### src/design/serial_port_defines.vh
// Purpose: constants for the secondary serial channel data path
// Assumes: 10-bit I/O addresses, 8-bit data bus
// Notes: definitions only
`ifndef SERIAL_PORT_DEFINES_VH
`define SERIAL_PORT_DEFINES_VH

`define SER_BASE_ADDR 10'h2f8
`define SER_TOP_ADDR 10'h2ff
`define SER_OFS_DATA 3'h0
`define SER_OFS_IER 3'h1
`define SER_OFS_LCR 3'h3
`define SER_OFS_LSR 3'h5
`define SER_LCR_DIV_ACCESS_BIT 7
`define SER_LCR_BREAK_BIT 6
`define SER_LSR_WAITING_BIT 0
`define SER_LSR_OE_BIT 1
`define SER_LSR_THRE_BIT 5
`define SER_LSR_TEMT_BIT 6
`define SER_IER_MASK 8'h0f
`define SER_LCR_RESET 8'h03
`define SER_DIV_RESET 16'h0001
`define SER_OVERSAMPLE 5'h10
`define SER_MID_SAMPLE 5'h08

`endif

### src/design/char_buffer.v
// Purpose: two-entry buffer with valid/ready on both sides
// Assumes: one clock, synchronous active-high reset
// Notes: in_ready_out low only when both entries hold data
`timescale 1ns/1ps
module char_buffer #(
  parameter WIDTH = 8
) (
  // clock and reset
  input wire clk_in,
  input wire reset_in,
  // fill side
  input wire in_valid_in,
  input wire [WIDTH-1:0] in_data_in,
  output wire in_ready_out,
  // drain side
  output wire out_valid_out,
  output wire [WIDTH-1:0] out_data_out,
  input wire out_ready_in
);
  reg [WIDTH-1:0] entry_q [0:1];
  reg rd_idx_q;
  reg wr_idx_q;
  reg [1:0] count_q;
  wire push;
  wire pop;

  assign in_ready_out = (count_q != 2'h2);
  assign out_valid_out = (count_q != 2'h0);
  assign out_data_out = entry_q[rd_idx_q];
  assign push = in_valid_in && in_ready_out;
  assign pop = out_valid_out && out_ready_in;

  always @(posedge clk_in) begin
    if (reset_in) begin
      rd_idx_q <= 1'b0;
      wr_idx_q <= 1'b0;
      count_q <= 2'h0;
    end else begin
      if (push) begin
        entry_q[wr_idx_q] <= in_data_in;
        wr_idx_q <= ~wr_idx_q;
      end
      if (pop) begin
        rd_idx_q <= ~rd_idx_q;
      end
      if (push && !pop) begin
        count_q <= count_q + 2'h1;
      end else if (pop && !push) begin
        count_q <= count_q - 2'h1;
      end
    end
  end
endmodule

### src/design/secondary_serial_port.v
// Purpose: data path of the secondary serial channel on the I/O bus
// Assumes: bus strobes and serial input are synchronous to clk_in; 8N1 framing
// Notes: reads are registered, data appears one cycle after the read strobe
`timescale 1ns/1ps
`include "serial_port_defines.vh"
module secondary_serial_port (
  // clock and reset
  input wire clk_in,
  input wire reset_in,
  // host I/O bus
  input wire [9:0] addr_in,
  input wire [7:0] wdata_in,
  input wire wr_in,
  input wire rd_in,
  output reg [7:0] rdata_out,
  // serial line
  input wire serial_rx_in,
  output reg serial_tx_out
);
  localparam TX_IDLE = 2'h0;
  localparam TX_START = 2'h1;
  localparam TX_DATA = 2'h2;
  localparam TX_STOP = 2'h3;
  localparam RX_IDLE = 2'h0;
  localparam RX_START = 2'h1;
  localparam RX_DATA = 2'h2;
  localparam RX_STOP = 2'h3;

  reg [7:0] lcr_q;
  reg [7:0] ier_q;
  reg [15:0] divisor_q;
  reg [15:0] div_cnt_q;
  reg tick_q;
  reg [7:0] thr_q;
  reg thr_full_q;
  reg overrun_q;
  reg [1:0] tx_state_q;
  reg [7:0] tx_shift_q;
  reg [2:0] tx_bit_q;
  reg [3:0] tx_sub_q;
  reg [1:0] rx_state_q;
  reg [7:0] rx_shift_q;
  reg [2:0] rx_bit_q;
  reg [3:0] rx_sub_q;
  reg rx_push_q;

  wire [9:0] base_addr = `SER_BASE_ADDR;
  wire in_block = (addr_in[9:3] == base_addr[9:3])
    && (addr_in <= `SER_TOP_ADDR);
  wire [2:0] ofs = addr_in[2:0];
  wire divisor_access_select = lcr_q[`SER_LCR_DIV_ACCESS_BIT];
  wire wr_hit = wr_in && in_block;
  wire rd_hit = rd_in && in_block;
  wire rbr_pop = rd_hit && (ofs == `SER_OFS_DATA) && !divisor_access_select;
  wire thr_load = wr_hit && (ofs == `SER_OFS_DATA) && !divisor_access_select;
  wire rx_ready;
  wire rx_valid;
  wire [7:0] rx_head;
  wire tx_take = (tx_state_q == TX_IDLE) && thr_full_q && tick_q;
  wire [7:0] lsr_val;

  assign lsr_val = {1'b0, !thr_full_q && (tx_state_q == TX_IDLE), !thr_full_q,
    3'h0, overrun_q, rx_valid};

  char_buffer #(
    .WIDTH(8)
  ) rx_buf (
    .clk_in(clk_in),
    .reset_in(reset_in),
    .in_valid_in(rx_push_q),
    .in_data_in(rx_shift_q),
    .in_ready_out(rx_ready),
    .out_valid_out(rx_valid),
    .out_data_out(rx_head),
    .out_ready_in(rbr_pop)
  );

  // registers and read path
  always @(posedge clk_in) begin
    if (reset_in) begin
      lcr_q <= `SER_LCR_RESET;
      ier_q <= 8'h00;
      divisor_q <= `SER_DIV_RESET;
      thr_q <= 8'h00;
      thr_full_q <= 1'b0;
      overrun_q <= 1'b0;
      rdata_out <= 8'h00;
    end else begin
      if (wr_hit) begin
        case (ofs)
          `SER_OFS_DATA: begin
            if (divisor_access_select) begin
              divisor_q[7:0] <= wdata_in;
            end else begin
              thr_q <= wdata_in;
            end
          end
          `SER_OFS_IER: begin
            if (divisor_access_select) begin
              divisor_q[15:8] <= wdata_in;
            end else begin
              ier_q <= wdata_in & `SER_IER_MASK;
            end
          end
          `SER_OFS_LCR: lcr_q <= wdata_in;
          default: lcr_q <= lcr_q;
        endcase
      end
      if (thr_load) begin
        thr_full_q <= 1'b1;
      end else if (tx_take) begin
        thr_full_q <= 1'b0;
      end
      // a new overrun wins over the clearing read
      if (rx_push_q && !rx_ready) begin
        overrun_q <= 1'b1;
      end else if (rd_hit && ofs == `SER_OFS_LSR) begin
        overrun_q <= 1'b0;
      end
      if (rd_hit) begin
        case (ofs)
          `SER_OFS_DATA: begin
            rdata_out <= divisor_access_select ? divisor_q[7:0] : rx_head;
          end
          `SER_OFS_IER: begin
            rdata_out <= divisor_access_select ? divisor_q[15:8] : ier_q;
          end
          `SER_OFS_LCR: rdata_out <= lcr_q;
          `SER_OFS_LSR: rdata_out <= lsr_val;
          default: rdata_out <= 8'h00;
        endcase
      end
    end
  end

  // sixteen-times bit clock enable
  always @(posedge clk_in) begin
    if (reset_in) begin
      div_cnt_q <= 16'h0000;
      tick_q <= 1'b0;
    end else if (divisor_q == 16'h0000) begin
      div_cnt_q <= 16'h0000;
      tick_q <= 1'b0;
    end else if (div_cnt_q >= divisor_q - 16'h0001) begin
      div_cnt_q <= 16'h0000;
      tick_q <= 1'b1;
    end else begin
      div_cnt_q <= div_cnt_q + 16'h0001;
      tick_q <= 1'b0;
    end
  end

  // transmitter
  always @(posedge clk_in) begin
    if (reset_in) begin
      tx_state_q <= TX_IDLE;
      tx_shift_q <= 8'h00;
      tx_bit_q <= 3'h0;
      tx_sub_q <= 4'h0;
      serial_tx_out <= 1'b1;
    end else begin
      if (tick_q) begin
        tx_sub_q <= tx_sub_q + 4'h1;
        case (tx_state_q)
          TX_IDLE: begin
            tx_sub_q <= 4'h0;
            if (thr_full_q) begin
              tx_shift_q <= thr_q;
              tx_state_q <= TX_START;
            end
          end
          TX_START: begin
            if (tx_sub_q == 4'hf) begin
              tx_state_q <= TX_DATA;
              tx_bit_q <= 3'h0;
            end
          end
          TX_DATA: begin
            if (tx_sub_q == 4'hf) begin
              tx_shift_q <= {1'b0, tx_shift_q[7:1]};
              tx_bit_q <= tx_bit_q + 3'h1;
              if (tx_bit_q == 3'h7) begin
                tx_state_q <= TX_STOP;
              end
            end
          end
          TX_STOP: begin
            if (tx_sub_q == 4'hf) begin
              tx_state_q <= TX_IDLE;
            end
          end
          default: tx_state_q <= TX_IDLE;
        endcase
      end
      if (lcr_q[`SER_LCR_BREAK_BIT]) begin
        serial_tx_out <= 1'b0;
      end else begin
        case (tx_state_q)
          TX_START: serial_tx_out <= 1'b0;
          TX_DATA: serial_tx_out <= tx_shift_q[0];
          default: serial_tx_out <= 1'b1;
        endcase
      end
    end
  end

  // receiver, sampling each bit at its middle
  always @(posedge clk_in) begin
    if (reset_in) begin
      rx_state_q <= RX_IDLE;
      rx_shift_q <= 8'h00;
      rx_bit_q <= 3'h0;
      rx_sub_q <= 4'h0;
      rx_push_q <= 1'b0;
    end else begin
      rx_push_q <= 1'b0;
      if (tick_q) begin
        rx_sub_q <= rx_sub_q + 4'h1;
        case (rx_state_q)
          RX_IDLE: begin
            rx_sub_q <= 4'h0;
            if (!serial_rx_in) begin
              rx_state_q <= RX_START;
            end
          end
          RX_START: begin
            if (rx_sub_q == 4'h7) begin
              rx_sub_q <= 4'h0;
              rx_bit_q <= 3'h0;
              rx_state_q <= serial_rx_in ? RX_IDLE : RX_DATA;
            end
          end
          RX_DATA: begin
            if (rx_sub_q == 4'hf) begin
              rx_shift_q <= {serial_rx_in, rx_shift_q[7:1]};
              rx_bit_q <= rx_bit_q + 3'h1;
              if (rx_bit_q == 3'h7) begin
                rx_state_q <= RX_STOP;
              end
            end
          end
          RX_STOP: begin
            if (rx_sub_q == 4'hf) begin
              rx_push_q <= serial_rx_in;
              rx_state_q <= RX_IDLE;
            end
          end
          default: rx_state_q <= RX_IDLE;
        endcase
      end
    end
  end
endmodule

### config.mk
export PLATFORM = sky130hd
export DESIGN_NAME = secondary_serial_port
export DESIGN_NICKNAME = d
export VERILOG_FILES = /design/src/design/char_buffer.v /design/src/design/secondary_serial_port.v
export VERILOG_INCLUDE_DIRS = /design/src /design/src/design
export SDC_FILE = /design/constraint.sdc
export NUM_CORES = 1
export LEC_CHECK = 0
export BUFFER_PORTS_ARGS = -buffer_cell sky130_fd_sc_hd__buf_2
export CAP_MARGIN = 5
export CORE_ASPECT_RATIO = 0.5
export CORE_MARGIN = 4
export CORE_UTILIZATION = 40
export DETAILED_ROUTE_END_ITERATION = 7
export SYNTH_ARGS = -nofsm -noshare
export SYNTH_HDL_FRONTEND = slang
export SYNTH_SLANG_ARGS = --single-unit
### constraint.sdc
create_clock -name clk_in -period 3.3 [get_ports clk_in]
set_input_delay 0.165 -clock clk_in [delete_from_list [all_inputs] [get_ports clk_in]]
set_output_delay 0.165 -clock clk_in [all_outputs]
set_load 0.02 [all_outputs]
==> summary.txt, run 1 <==
Logic synthesis
  • Distinct cells, synth: 57
  • Sequential area share after synthesis: 0.434
  • Synth top area share: 0.353
  • Synthesized cell area: between 5000 and 6000 µm²
  • Synth top area cells: dfxtp_1, mux2i_1, edfxtp_1
  • Yosys top cell by area: dfxtp_1
  • Synth Net Count: between 600 and 700
  • Yosys reg bits: 120
  • Mapped Cells: between 600 and 700
  • YS warnings: 0
  • Syn Area/Cell: about 9 µm²
  • Top_reg_cell synth: dfxtp_1
  • Async set-reset flop share out of synthesis: 0
  • EDFF count, synth: 16

Worst setup path
  • WP buf/inv: 0
  • Setup crit start kind: register
  • Critical path arrival: 3370 ps
  • WS Path Type: register to register
  • CP max-delay cell: or4_4
  • Crit path max fanout: 17
  • CP Cell Sequence: or4_4 > nor3_4 > nand2_1 > xor2_1 > ha_1 > a211oi_1 > o21ai_0 > a221oi_1 > a21bo_2 > nor3b_1
  • CP peak stage delay: around 580 ps
  • Worst setup EP type: register
  • WP data required: between 3000 and 4000 ps
  • Crit-path leading delay family: simple AND/OR/NAND/NOR gates

Placement
  • DP Cell Count: about 850
  • GPL Wtd Cong: 0.796
  • Detail Placement HPWL: between 8000 and 9000 µm
  • I/O Buffers: 31

CTS
  • CTS sink count: 120
  • Max Root-Sink Buffers: 2
  • Clock Latency Late Sink: between 400 and 500 ps
  • Setup Buffers After CTS: 0
  • Clock-pin slew on the worst setup and hold paths: 60 ps
  • H-tree levels: 4
  • Root buffer cell: clkbuf_16
  • CTS buffer count: 17
  • CTS tree: done

Drt
  • DR iter-0 viols: ~280
  • WL per Instance: 14.6 µm
  • DR vias: ~4500
  • ANT nets after route: 0
  • First-pass DRT Iterations: 5
  • DRT Wirelength: between 10000 and 15000 µm
  • Final routed DRC violation total: 0
  • DR vias/cell: around 5.0

Power
  • Comb pwr share: 0.028
  • Reg power frac: 0.444
  • Peak supply drop: 0.000346 V
  • Switching Share: 0.236
  • Lkg Pwr: about 2.6 nW
  • P_sw: 0.790 mW
  • P per Cell Area: approximately 490 nW/µm²
  • Clock share of power: 0.528
  • Pint: about 2.6 mW

Timing
  • # setup viols final: 0
  • Final Hold Fails: 0
  • F_max: 328 MHz
  • Worst clock skew: roughly 7.2 ps
  • Total negative slack: 0 ps
  • RSZ-0062 raised after global routing: false
  • Measured slew at the worst slew-check pin: around 930 ps
  • Slew Limit Fails: 0
  • Final worst path period need: 3050 ps
  • Share of the clock period used by the worst path: 0.924
  • Hold slack: a little over 30 ps
  • Max transition margin: 0.379

Global routing
  • Initial antenna violation count: 0
  • Largest net degree at the start of global routing: 49
  • GRT overflow: 0
  • Global-route wire length before repair: between 20000 and 25000 µm
  • Global Route Usage Sum: 0.159
  • Vias in the first global route: roughly 4300

Die
  • Rows: 31
  • Die W: roughly 180 µm
  • Die Area: around 17000 µm²
  • IO Pins: 32
  • Core Area: approximately 14000 µm²
  • Initial Util: 0.408
  • Die Ht: roughly 94 µm

Job
  • Max Cap Violations: 0

Cells and area
  • # diodes: 0
  • Layout Area Growth over Synthesis: 14.9%
  • Ratio of cells with drive above 1 in the final layout: 0.128
  • Final Instance Count excl. Fillers: around 880
  • Fin nets: 724

Worst hold path
  • Hold Path Class: primary input to register

Status
  • Status: finished, final reports clean
==> path summary, 6_finish.rpt <==
path / startpoint / to / slack (ps) / cells past startpoint
hold reg to reg: rdata_out[7] / rdata_out[7] / 460 / 2
hold / removal: serial_rx_in / rx_push_q / 30 / 3
setup reg to reg: divisor_q[8] / div_cnt_q[13] / 250 / 10
setup / recovery: divisor_q[8] / div_cnt_q[13] / 250 / 10
==> timing repair <==
item / CTS / global route
resized for setup: 0 / 1
hold endpoints to repair: 0 / 0
endpoints found under the setup margin: 0 / 3
hold buffers: 0 / 0
==> power groups by stage <==
stage,Combinational (mW),Sequential [mW],Clock (mW)
after floorplan,0.0612,1.51,0
after global placement,0.0958,1.52,0
after detailed placement,0.0955,1.52,0
after CTS,0.0957,1.49,1.80
after global routing,0.106,1.49,1.88
final,0.0950,1.49,1.77
==> per-stage QoR <==
| step | power [mW] | utilization | cell area [µm²] | setup slack [ps] |
|---|---|---|---|---|
| 2_1_floorplan | 1.57 | - | 5900 | 461 |
| 3_3_place_gp | 1.61 | 0.429 | 6210 | 333 |
| 3_5_place_dp | 1.61 | 0.429 | 6210 | 255 |
| 4_1_cts | 3.39 | 0.469 | 6780 | 220 |
| 5_1_grt | 3.47 | 0.469 | 6790 | 25.2 |
| 6_report | 3.35 | 0.469 | 6790 | 250 |
==> layer usage <==
metal	vias up	track usage	routed length, µm
met5	-	0	0
met4	0	0.0361	100
met3	10	0.0418	430
met2	56	0.257	5860
met1	2069	0.217	6470
li1	2319	-	-
==> area by class of cell <==
type,instances,area [µm²]
Clock buffer,17,425
Clock inverter,15,140
Fill cell,1366,7680
Inverter,18,67.6
Multi-Input combinational cell,476,3130
Sequential cell,120,2560
Tap cell,198,248
Timing Repair Buffer,39,215
==> cells in the final DEF (no fill, tap or decap), types with 8 or more instances in the layout <==
cell type,instances
buf_2,31
inv_1,18
ha_1,29
a21oi_1,30
nand3_1,17
a211oi_1,11
xnor2_1,15
dfxtp_1,104
nand2_1,58
o21ai_0,22
clkbuf_16,17
buf_4,8
xor2_1,19
nor3_1,18
mux2i_1,56
nor2_1,106
edfxtp_1,16
==> cells in the mapped netlist, drive strengths merged (11+ instances only) <==
| master | instances |
|---|---|
| nand3 | 17 |
| mux2i | 56 |
| a211oi | 11 |
| ha | 29 |
| o21ai | 22 |
| xnor2 | 15 |
| dfxtp | 104 |
| inv | 18 |
| xor2 | 19 |
| buf | 15 |
| nand2 | 59 |
| nor2 | 107 |
| nor3 | 20 |
| clkbuf | 16 |
| edfxtp | 16 |
| a21oi | 30 |
==> sequential cells by signal, indices dropped and copies added, names as in the netlist, named ones only <==
name,count
div_cnt_q,16
divisor_q,16
rx_buf.entry_q,16
lcr_q,8
rdata_out,8
rx_shift_q,8
thr_q,8
tx_shift_q,8
ier_q,4
rx_sub_q,4
tx_sub_q,4
rx_bit_q,3
tx_bit_q,3
rx_buf.count_q,2
tx_state_q,2
overrun_q,1
rx_buf.rd_idx_q,1
rx_buf.wr_idx_q,1
rx_push_q,1
rx_state_q,1
serial_tx_out,1
thr_full_q,1
tick_q,1
==> logic make-up after synthesis <==
logic type      synth area share
buf+inv                   0.0375
compound gates             0.104
mux                        0.108
flops                      0.434
simple gates               0.203
fa+ha+maj                 0.0631
xor+xnor                  0.0504
==> worst reg2reg max path, delay by kind of cell (launching register included) <==
family,cells,cell delay (ps)
compound gates,4,1010
flops,1,350
xor+xnor,1,150
fa+ha+maj,1,320
simple gates,4,1140
(Power assumes the default switching activity.)
==> run 2, diff against run 1 <==
ABC_AREA = 1   (was unset)
CORE_UTILIZATION = 52   (was 40)
PLACE_DENSITY = 0.7   (was unset)
TNS_END_PERCENT = 20   (was unset)
==> summary.txt, run 2 <==
Status
  • Status: finished, final reports clean

Global routing
  • Met1 Resource Use GR: 0.283 (+0.0659)
  • Global routing usage on met3: 0.0500 (+0.00821)
  • GRT overflow: 0 (unchanged)
  • GRT met2 Usage: 0.328 (+0.0708)
  • Global-route wire length before repair: 21200 µm (-3.1%)
  • GRT Max-Usage Layer: met2
  • Global Route Usage Sum: 0.209 (+0.0496)
  • Vias in the first global route: 4415 (+1.6%)
  • Initial antenna violation count: 0 (unchanged)
  • Largest net degree at the start of global routing: 38 (-22%)

Power
  • Clock share of power: 0.520 (-0.008)
  • Switching Share: 0.222 (-0.0141)
  • P_sw: 0.758 mW (-4.0%)
  • Lkg Pwr: 2.72 nW (+6.0%)
  • Pint: 2.66 mW (+4.0%)
  • Comb pwr share: 0.040 (+0.012)
  • P per Cell Area: 515 nW/µm² (+4.4%)
  • Reg power frac: 0.440 (-0.004)
  • Peak supply drop: 0.000323 V (-6.6%)
  • Power, Total: 3.42 mW (+2.1%)

CTS
  • Root buffer cell: clkbuf_16
  • CTS sink count: 120 (unchanged)
  • Clock Latency Late Sink: 410 ps (about the same)
  • Clock-pin slew on the worst setup and hold paths: 50 ps (about the same)
  • Post-CTS Hold Fix Bufs: 0 (unchanged)
  • CTS buffer count: 17 (unchanged)
  • Setup Buffers After CTS: 0 (unchanged)
  • Post-cts resize count: 0 (unchanged)
  • CTS tree: done
  • Max Root-Sink Buffers: 2 (unchanged)
  • H-tree levels: 4 (unchanged)

Worst setup path
  • Critical path arrival: 2870 ps (-500 ps)
  • CP Cell Sequence: inv_1 > ha_1 > nand4_1 > nor2_1 > nand3_1 > xnor2_1 > inv_1 > ha_1 > nand2_1 > inv_1 > nand3_1 > nor2_1 > nand3_1 > nand4_1 > buf_4 > nor2_1
  • CP max-delay cell: dfxtp_1
  • Worst setup EP type: register
  • WP data required: 3590 ps (-30 ps)
  • CP peak stage delay: 310 ps (-270 ps)
  • Worst R2R Start: divisor_q[0]
  • WP buf/inv: 4 (+4)
  • Crit path from: divisor_q[0]
  • Crit-path leading delay family: simple AND/OR/NAND/NOR gates
  • Crit path max fanout: 16 (-1)
  • WS Path Type: register to register
  • Setup crit start kind: register

Cells and area
  • Fin nets: 846 (+17%)
  • Final Instance Count excl. Fillers: 947 (+7.2%)
  • Post-route cell area: 6640 µm² (-2.2%)
  • Post-layout util: 0.630 (+0.161)
  • # diodes: 0 (unchanged)
  • Regs by FF count: div_cnt_q x16, divisor_q x16, rx_buf.entry_q x16
  • Filler Cell Count: 921 (-33%)
  • Ratio of cells with drive above 1 in the final layout: 0.0979 (-0.0306)
  • Most common library cell in the layout ignoring fill and taps: nand2_1
  • Layout Area Growth over Synthesis: 14.5%
  • Most frequent cells in the layout: nand2_1, dfxtp_1, nor2_1

Drt
  • DR iter-0 viols: 377 (+36%)
  • ANT nets after route: 0 (unchanged)
  • DR vias/cell: 5.19 (+2.8%)
  • WL per Instance: 13.5 µm (-7.4%)
  • First-pass DRT Iterations: 5 (unchanged)
  • Final routed DRC violation total: 0 (unchanged)
  • DRT Wirelength: 12800 µm (-0.72%)
  • DR vias: 4911 (+10%)

Timing
  • Max transition margin: 0.451 (+0.0722)
  • Slew Limit Fails: 0 (unchanged)
  • Setup WS post-layout: 721 ps (+471 ps)
  • Measured slew at the worst slew-check pin: 820 ps (-111 ps)
  • RSZ-0062 raised after global routing: false
  • Share of the clock period used by the worst path: 0.782 (-0.143)
  • Final worst path period need: 2580 ps (-471 ps)
  • Final Hold Fails: 0 (unchanged)
  • # setup viols final: 0 (unchanged)
  • Total negative slack: 0 ps (unchanged)
  • F_max: 388 MHz (+18%)
  • Worst clock skew: 5.42 ps (-1.81 ps)
  • Hold slack: 29.7 ps (-1.34 ps)

Job
  • Max Cap Violations: 0 (unchanged)

Die
  • Rows: 26 (-16%)
  • Initial Util: 0.550 (+0.142)
  • Die Ht: 82.7 µm (-12%)
  • Die W: 157 µm (-13%)
  • Die Area: 13000 µm² (-23%)
  • IO Pins: 32 (unchanged)
  • Core Area: 10500 µm² (-27%)

Logic synthesis
  • Synth top area cells: dfxtp_1, nand2_1, edfxtp_1
  • Async set-reset flop share out of synthesis: 0 (unchanged)
  • Top_reg_cell synth: dfxtp_1
  • Mapped Cells: 760 (+18%)
  • Syn Area/Cell: 7.63 µm² (-17%)
  • Yosys top cell by area: dfxtp_1
  • Count leader, synth: nand2_1
  • Synth Net Count: 812 (+16%)
  • Post-synth top cells: nand2_1, dfxtp_1, nor2_1
  • YS warnings: 0 (unchanged)
  • Yosys reg bits: 120 (unchanged)
  • Sequential area share after synthesis: 0.442 (+0.00796)
  • Distinct cells, synth: 36 (-37%)
  • Synthesized cell area: 5800 µm² (-1.8%)
  • EDFF count, synth: 16 (unchanged)
  • Synth top area share: 0.359 (+0.00647)

Placement
  • I/O Buffers: 31 (unchanged)
  • Place WS: 707 ps (+452 ps)
  • GPL Wtd Cong: 0.847 (+6.3%)
  • DP Area: 6060 µm² (-2.4%)
  • DP Cell Count: 915 (+7.5%)
  • Detail Placement HPWL: 8990 µm (about the same)

Worst hold path
  • Hold_sp: wdata_in[1]
  • Hold Path Class: primary input to register
==> run 2: cell types whose count changed after synthesis, sizes merged, moves of 6 or more <==
cell	delta
clkbuf	-7
mux2i	-56
a21oi	+50
nand2	+73
o21ai	+58
a211oi	-10
nand3	+30
and3	-6
nor2	-13
inv	+68
==> run 2: cell families (layout without fill, tap and decap cells) <==
kind of cell / after synthesis / in the layout / share of synthesized area
and+or+nand+nor: 301 / 301 / 0.222
AOI/OAI and AO/OA: 170 / 170 / 0.152
adders and majority gates: 29 / 29 / 0.0626
xor gates and xnor gates: 30 / 30 / 0.0453
DFF: 120 / 120 / 0.442
buffers and inverters: 110 / 157 / 0.0757
==> run 2: worst register-to-register path: cells and delay by family (launching register included) <==
family	cells	cell delay, ps
buffers and inverters	4	450
DFF	1	310
and+or+nand+nor	9	1040
adders and majority gates	2	520
xor gates and xnor gates	1	140
==> run 2: cell type report <==
cell class,instances,area [µm²],share of cell area
Clock buffer,20,447,0.0673
Clock inverter,12,125,0.0189
Inverter,88,330,0.0498
Multi-Input combinational cell,530,2800,0.421
Sequential cell,120,2560,0.386
Tap cell,140,175,0.0264
Timing Repair Buffer,37,200,0.0302
==> run 2: power by group through the flow <==
stage | Sequential [mW] | Combinational [mW] | Clock (mW)
after floorplan | 1.53 | 0.0946 | 0
after global routing | 1.51 | 0.158 | 1.88
after CTS | 1.50 | 0.137 | 1.80
after detailed placement | 1.54 | 0.137 | 0
final | 1.50 | 0.137 | 1.78
after global placement | 1.54 | 0.135 | 0
==> run 2: final timing paths <==
| kind | slack, ps | end | cells past startpoint |
|---|---|---|---|
| max | 720 | div_cnt_q[8] | 16 |
| min | 30 | lcr_q[1] | 3 |
| max reg2reg | 720 | div_cnt_q[8] | 16 |
| min reg2reg | 450 | tx_shift_q[3] | 2 |
==> run 2: metal layers <==
metal,share of wire,vias to the layer above
met2,0.44,94
li1,-,2581
met1,0.50,2213
met3,0.041,23
met5,0,-
met4,0.017,0
==> run 3, diff against run 2 <==
clock period = 2.4 ns   (was 3.3 ns; I/O delays follow)
==> summary.txt, run 3 (synthesized netlist as in run 2, its figures left out) <==
Drt
  • WL per Instance: 14.0 µm (+3.5%)
  • DR iter-0 viols: 487 (+29%)
  • DR vias: 5078 (+3.4%)
  • ANT nets after route: 0 (unchanged)
  • Final routed DRC violation total: 0 (unchanged)
  • DR vias/cell: 5.28 (+1.9%)
  • DRT Wirelength: 13400 µm (+5.1%)
  • First-pass DRT Iterations: 5 (unchanged)

Power
  • Peak supply drop: 0.000433 V (+34%)
  • P per Cell Area: 675 nW/µm² (+31%)
  • Lkg Pwr: 2.82 nW (+3.7%)
  • Power, Total: 4.66 mW (+36%)

Placement
  • Detail Placement HPWL: 9270 µm (+3.1%)
  • GPL Wtd Cong: 0.884 (+4.3%)
  • I/O Buffers: 31 (unchanged)

Cells and area
  • Most frequent cells in the layout: nand2_1, dfxtp_1, inv_1
  • Multi-input gate area: 2940 µm² (+5.1%)
  • Layout Area Growth over Synthesis: 19.0%
  • Post-layout util: 0.655 (+0.0250)
  • Most common library cell in the layout ignoring fill and taps: nand2_1
  • Fin nets: 860 (+1.7%)
  • Regs by FF count: div_cnt_q x16, divisor_q x16, rx_buf.entry_q x16
  • Filler Cell Count: 917 (-0.43%)
  • Ratio of cells with drive above 1 in the final layout: 0.157 (+0.0592)
  • # diodes: 0 (unchanged)
  • Storage cell area: 2570 µm² (+0.34%)

CTS
  • CTS tree: done
  • Root buffer cell: clkbuf_16
  • CTS buffer count: 17 (unchanged)
  • Max Root-Sink Buffers: 2 (unchanged)
  • H-tree levels: 4 (unchanged)
  • Clock Latency Late Sink: 420 ps (about the same)
  • CTS sink count: 120 (unchanged)
  • Clock-pin slew on the worst setup and hold paths: 60 ps (about the same)

Worst hold path
  • Hold Path Class: primary input to register
  • Hold-critical path depth: 2 (-1)

Die
  • IO Pins: 32 (unchanged)
  • Rows: 26 (unchanged)
  • Initial Util: 0.550 (unchanged)
  • Die W: 157 µm (unchanged)
  • Die Ht: 82.7 µm (unchanged)
  • Die Area: 13000 µm² (unchanged)
  • Core Area: 10500 µm² (unchanged)

Timing
  • Share of the clock period used by the worst path: 0.986 (+0.204)
  • Measured slew at the worst slew-check pin: 624 ps (-196 ps)
  • # setup viols final: 0 (unchanged)
  • RSZ-0062 raised after global routing: true
  • Hold slack: 6.19 ps (-23.5 ps)
  • Worst clock skew: 5.78 ps (+0.359 ps)
  • Slew Limit Fails: 0 (unchanged)
  • Max transition margin: 0.583 (+0.131)
  • Total negative slack: 0 ps (unchanged)
  • Final Hold Fails: 0 (unchanged)
  • Final worst path period need: 2370 ps (-213 ps)
  • F_max: 423 MHz (+9.0%)

Worst setup path
  • Critical path arrival: 2670 ps (-200 ps)
  • Crit path depth: 16 (unchanged)
  • CP max-delay cell: dfxtp_2
  • Crit-path leading delay family: simple AND/OR/NAND/NOR gates
  • Worst setup EP type: register
  • CP Cell Sequence: inv_2 > ha_4 > nand4_1 > nor2_2 > nand3_2 > xnor2_2 > inv_2 > ha_4 > nand2_4 > inv_4 > nand3_4 > nor2_4 > nand3_2 > nand4_1 > buf_6 > nor2_1
  • Worst-case reg-to-reg path depth: 16 (unchanged)
  • Crit path max fanout: 8 (-8)
  • WP data required: 2700 ps (-890 ps)
  • WP buf/inv: 4 (unchanged)
  • WS Path Type: register to register
  • CP peak stage delay: 320 ps (about the same)
  • Setup crit start kind: register

Global routing
  • Global Route Usage Sum: 0.217 (+0.00841)
  • Vias in the first global route: 4744 (+7.5%)
  • Largest net degree at the start of global routing: 46 (+21%)
  • Global-route wire length before repair: 22300 µm (+5.0%)
  • Initial antenna violation count: 0 (unchanged)
  • GRT overflow: 0 (unchanged)

Job
  • Max Cap Violations: 0 (unchanged)

Status
  • Status: finished, final reports clean
-- run 3: cell count changes in the layout (fill, tap and decap cells not counted), sizes merged --
| cell | before | now |
|---|---|---|
| buf | 37 | 49 |
| clkbuf | 20 | 17 |
| clkinvlp | 1 | 3 |
| dlygate4sd3 | 0 | 2 |
| bufinv | 2 | 1 |
| clkinv | 9 | 10 |
| inv | 88 | 89 |
-- run 3: metrics by stage --
stage               instances  setup slack, ps  cell area, µm²
finish                    961             33.6            6900
global route              961             -183            6900
CTS                       958             10.6            6730
detailed placement        924            -19.3            6140
global placement          924             84.1            6140
floorplan                 760             22.9            5800
-- run 3: layout make-up --
cell class | count | share of cell area
Sequential cell | 120 | 0.373
Clock buffer | 17 | 0.0617
Inverter | 88 | 0.0482
Timing Repair Buffer | 51 | 0.0479
Tap cell | 140 | 0.0254
Clock inverter | 15 | 0.0185
Multi-Input combinational cell | 530 | 0.426
-- run 3: path summary, 6_finish.rpt --
| path | from | to | slack [ps] |
|---|---|---|---|
| max | divisor_q[0] | div_cnt_q[6] | 30 |
| min | reset_in | tx_bit_q[1] | 6 |
| min reg2reg | tx_shift_q[6] | tx_shift_q[6] | 440 |
| max reg2reg | divisor_q[0] | div_cnt_q[6] | 30 |
-- run 3: metal layers --
| metal | vias up | wire length [µm] | global-route usage |
|---|---|---|---|
| met3 | 20 | 583 | 0.0526 |
| met1 | 2347 | 6400 | 0.286 |
| met4 | 0 | 168 | 0.0815 |
| met5 | - | 0 | 0 |
| li1 | 2600 | - | - |
| met2 | 111 | 6270 | 0.352 |
-- run 3: repair_timing --
| item | 4_1_cts | 5_1_grt |
|---|---|---|
| setup endpoints to repair | 16 | 17 |
| resized for setup | 3 | 44 |
| gates cloned | 0 | 0 |
| pin swaps | 3 | 12 |
| setup buffers | 0 | 3 |
| hold endpoints to repair | 2 | 0 |
| hold buffers | 2 | 0 |
-- run 3: report_power, final --
group	switching (mW)	total (mW)	internal, mW
clock	0.971	2.39	1.42
combinational	0.135	0.202	0.0665
sequential	0.0156	2.07	2.05
total	1.12	4.66	3.54
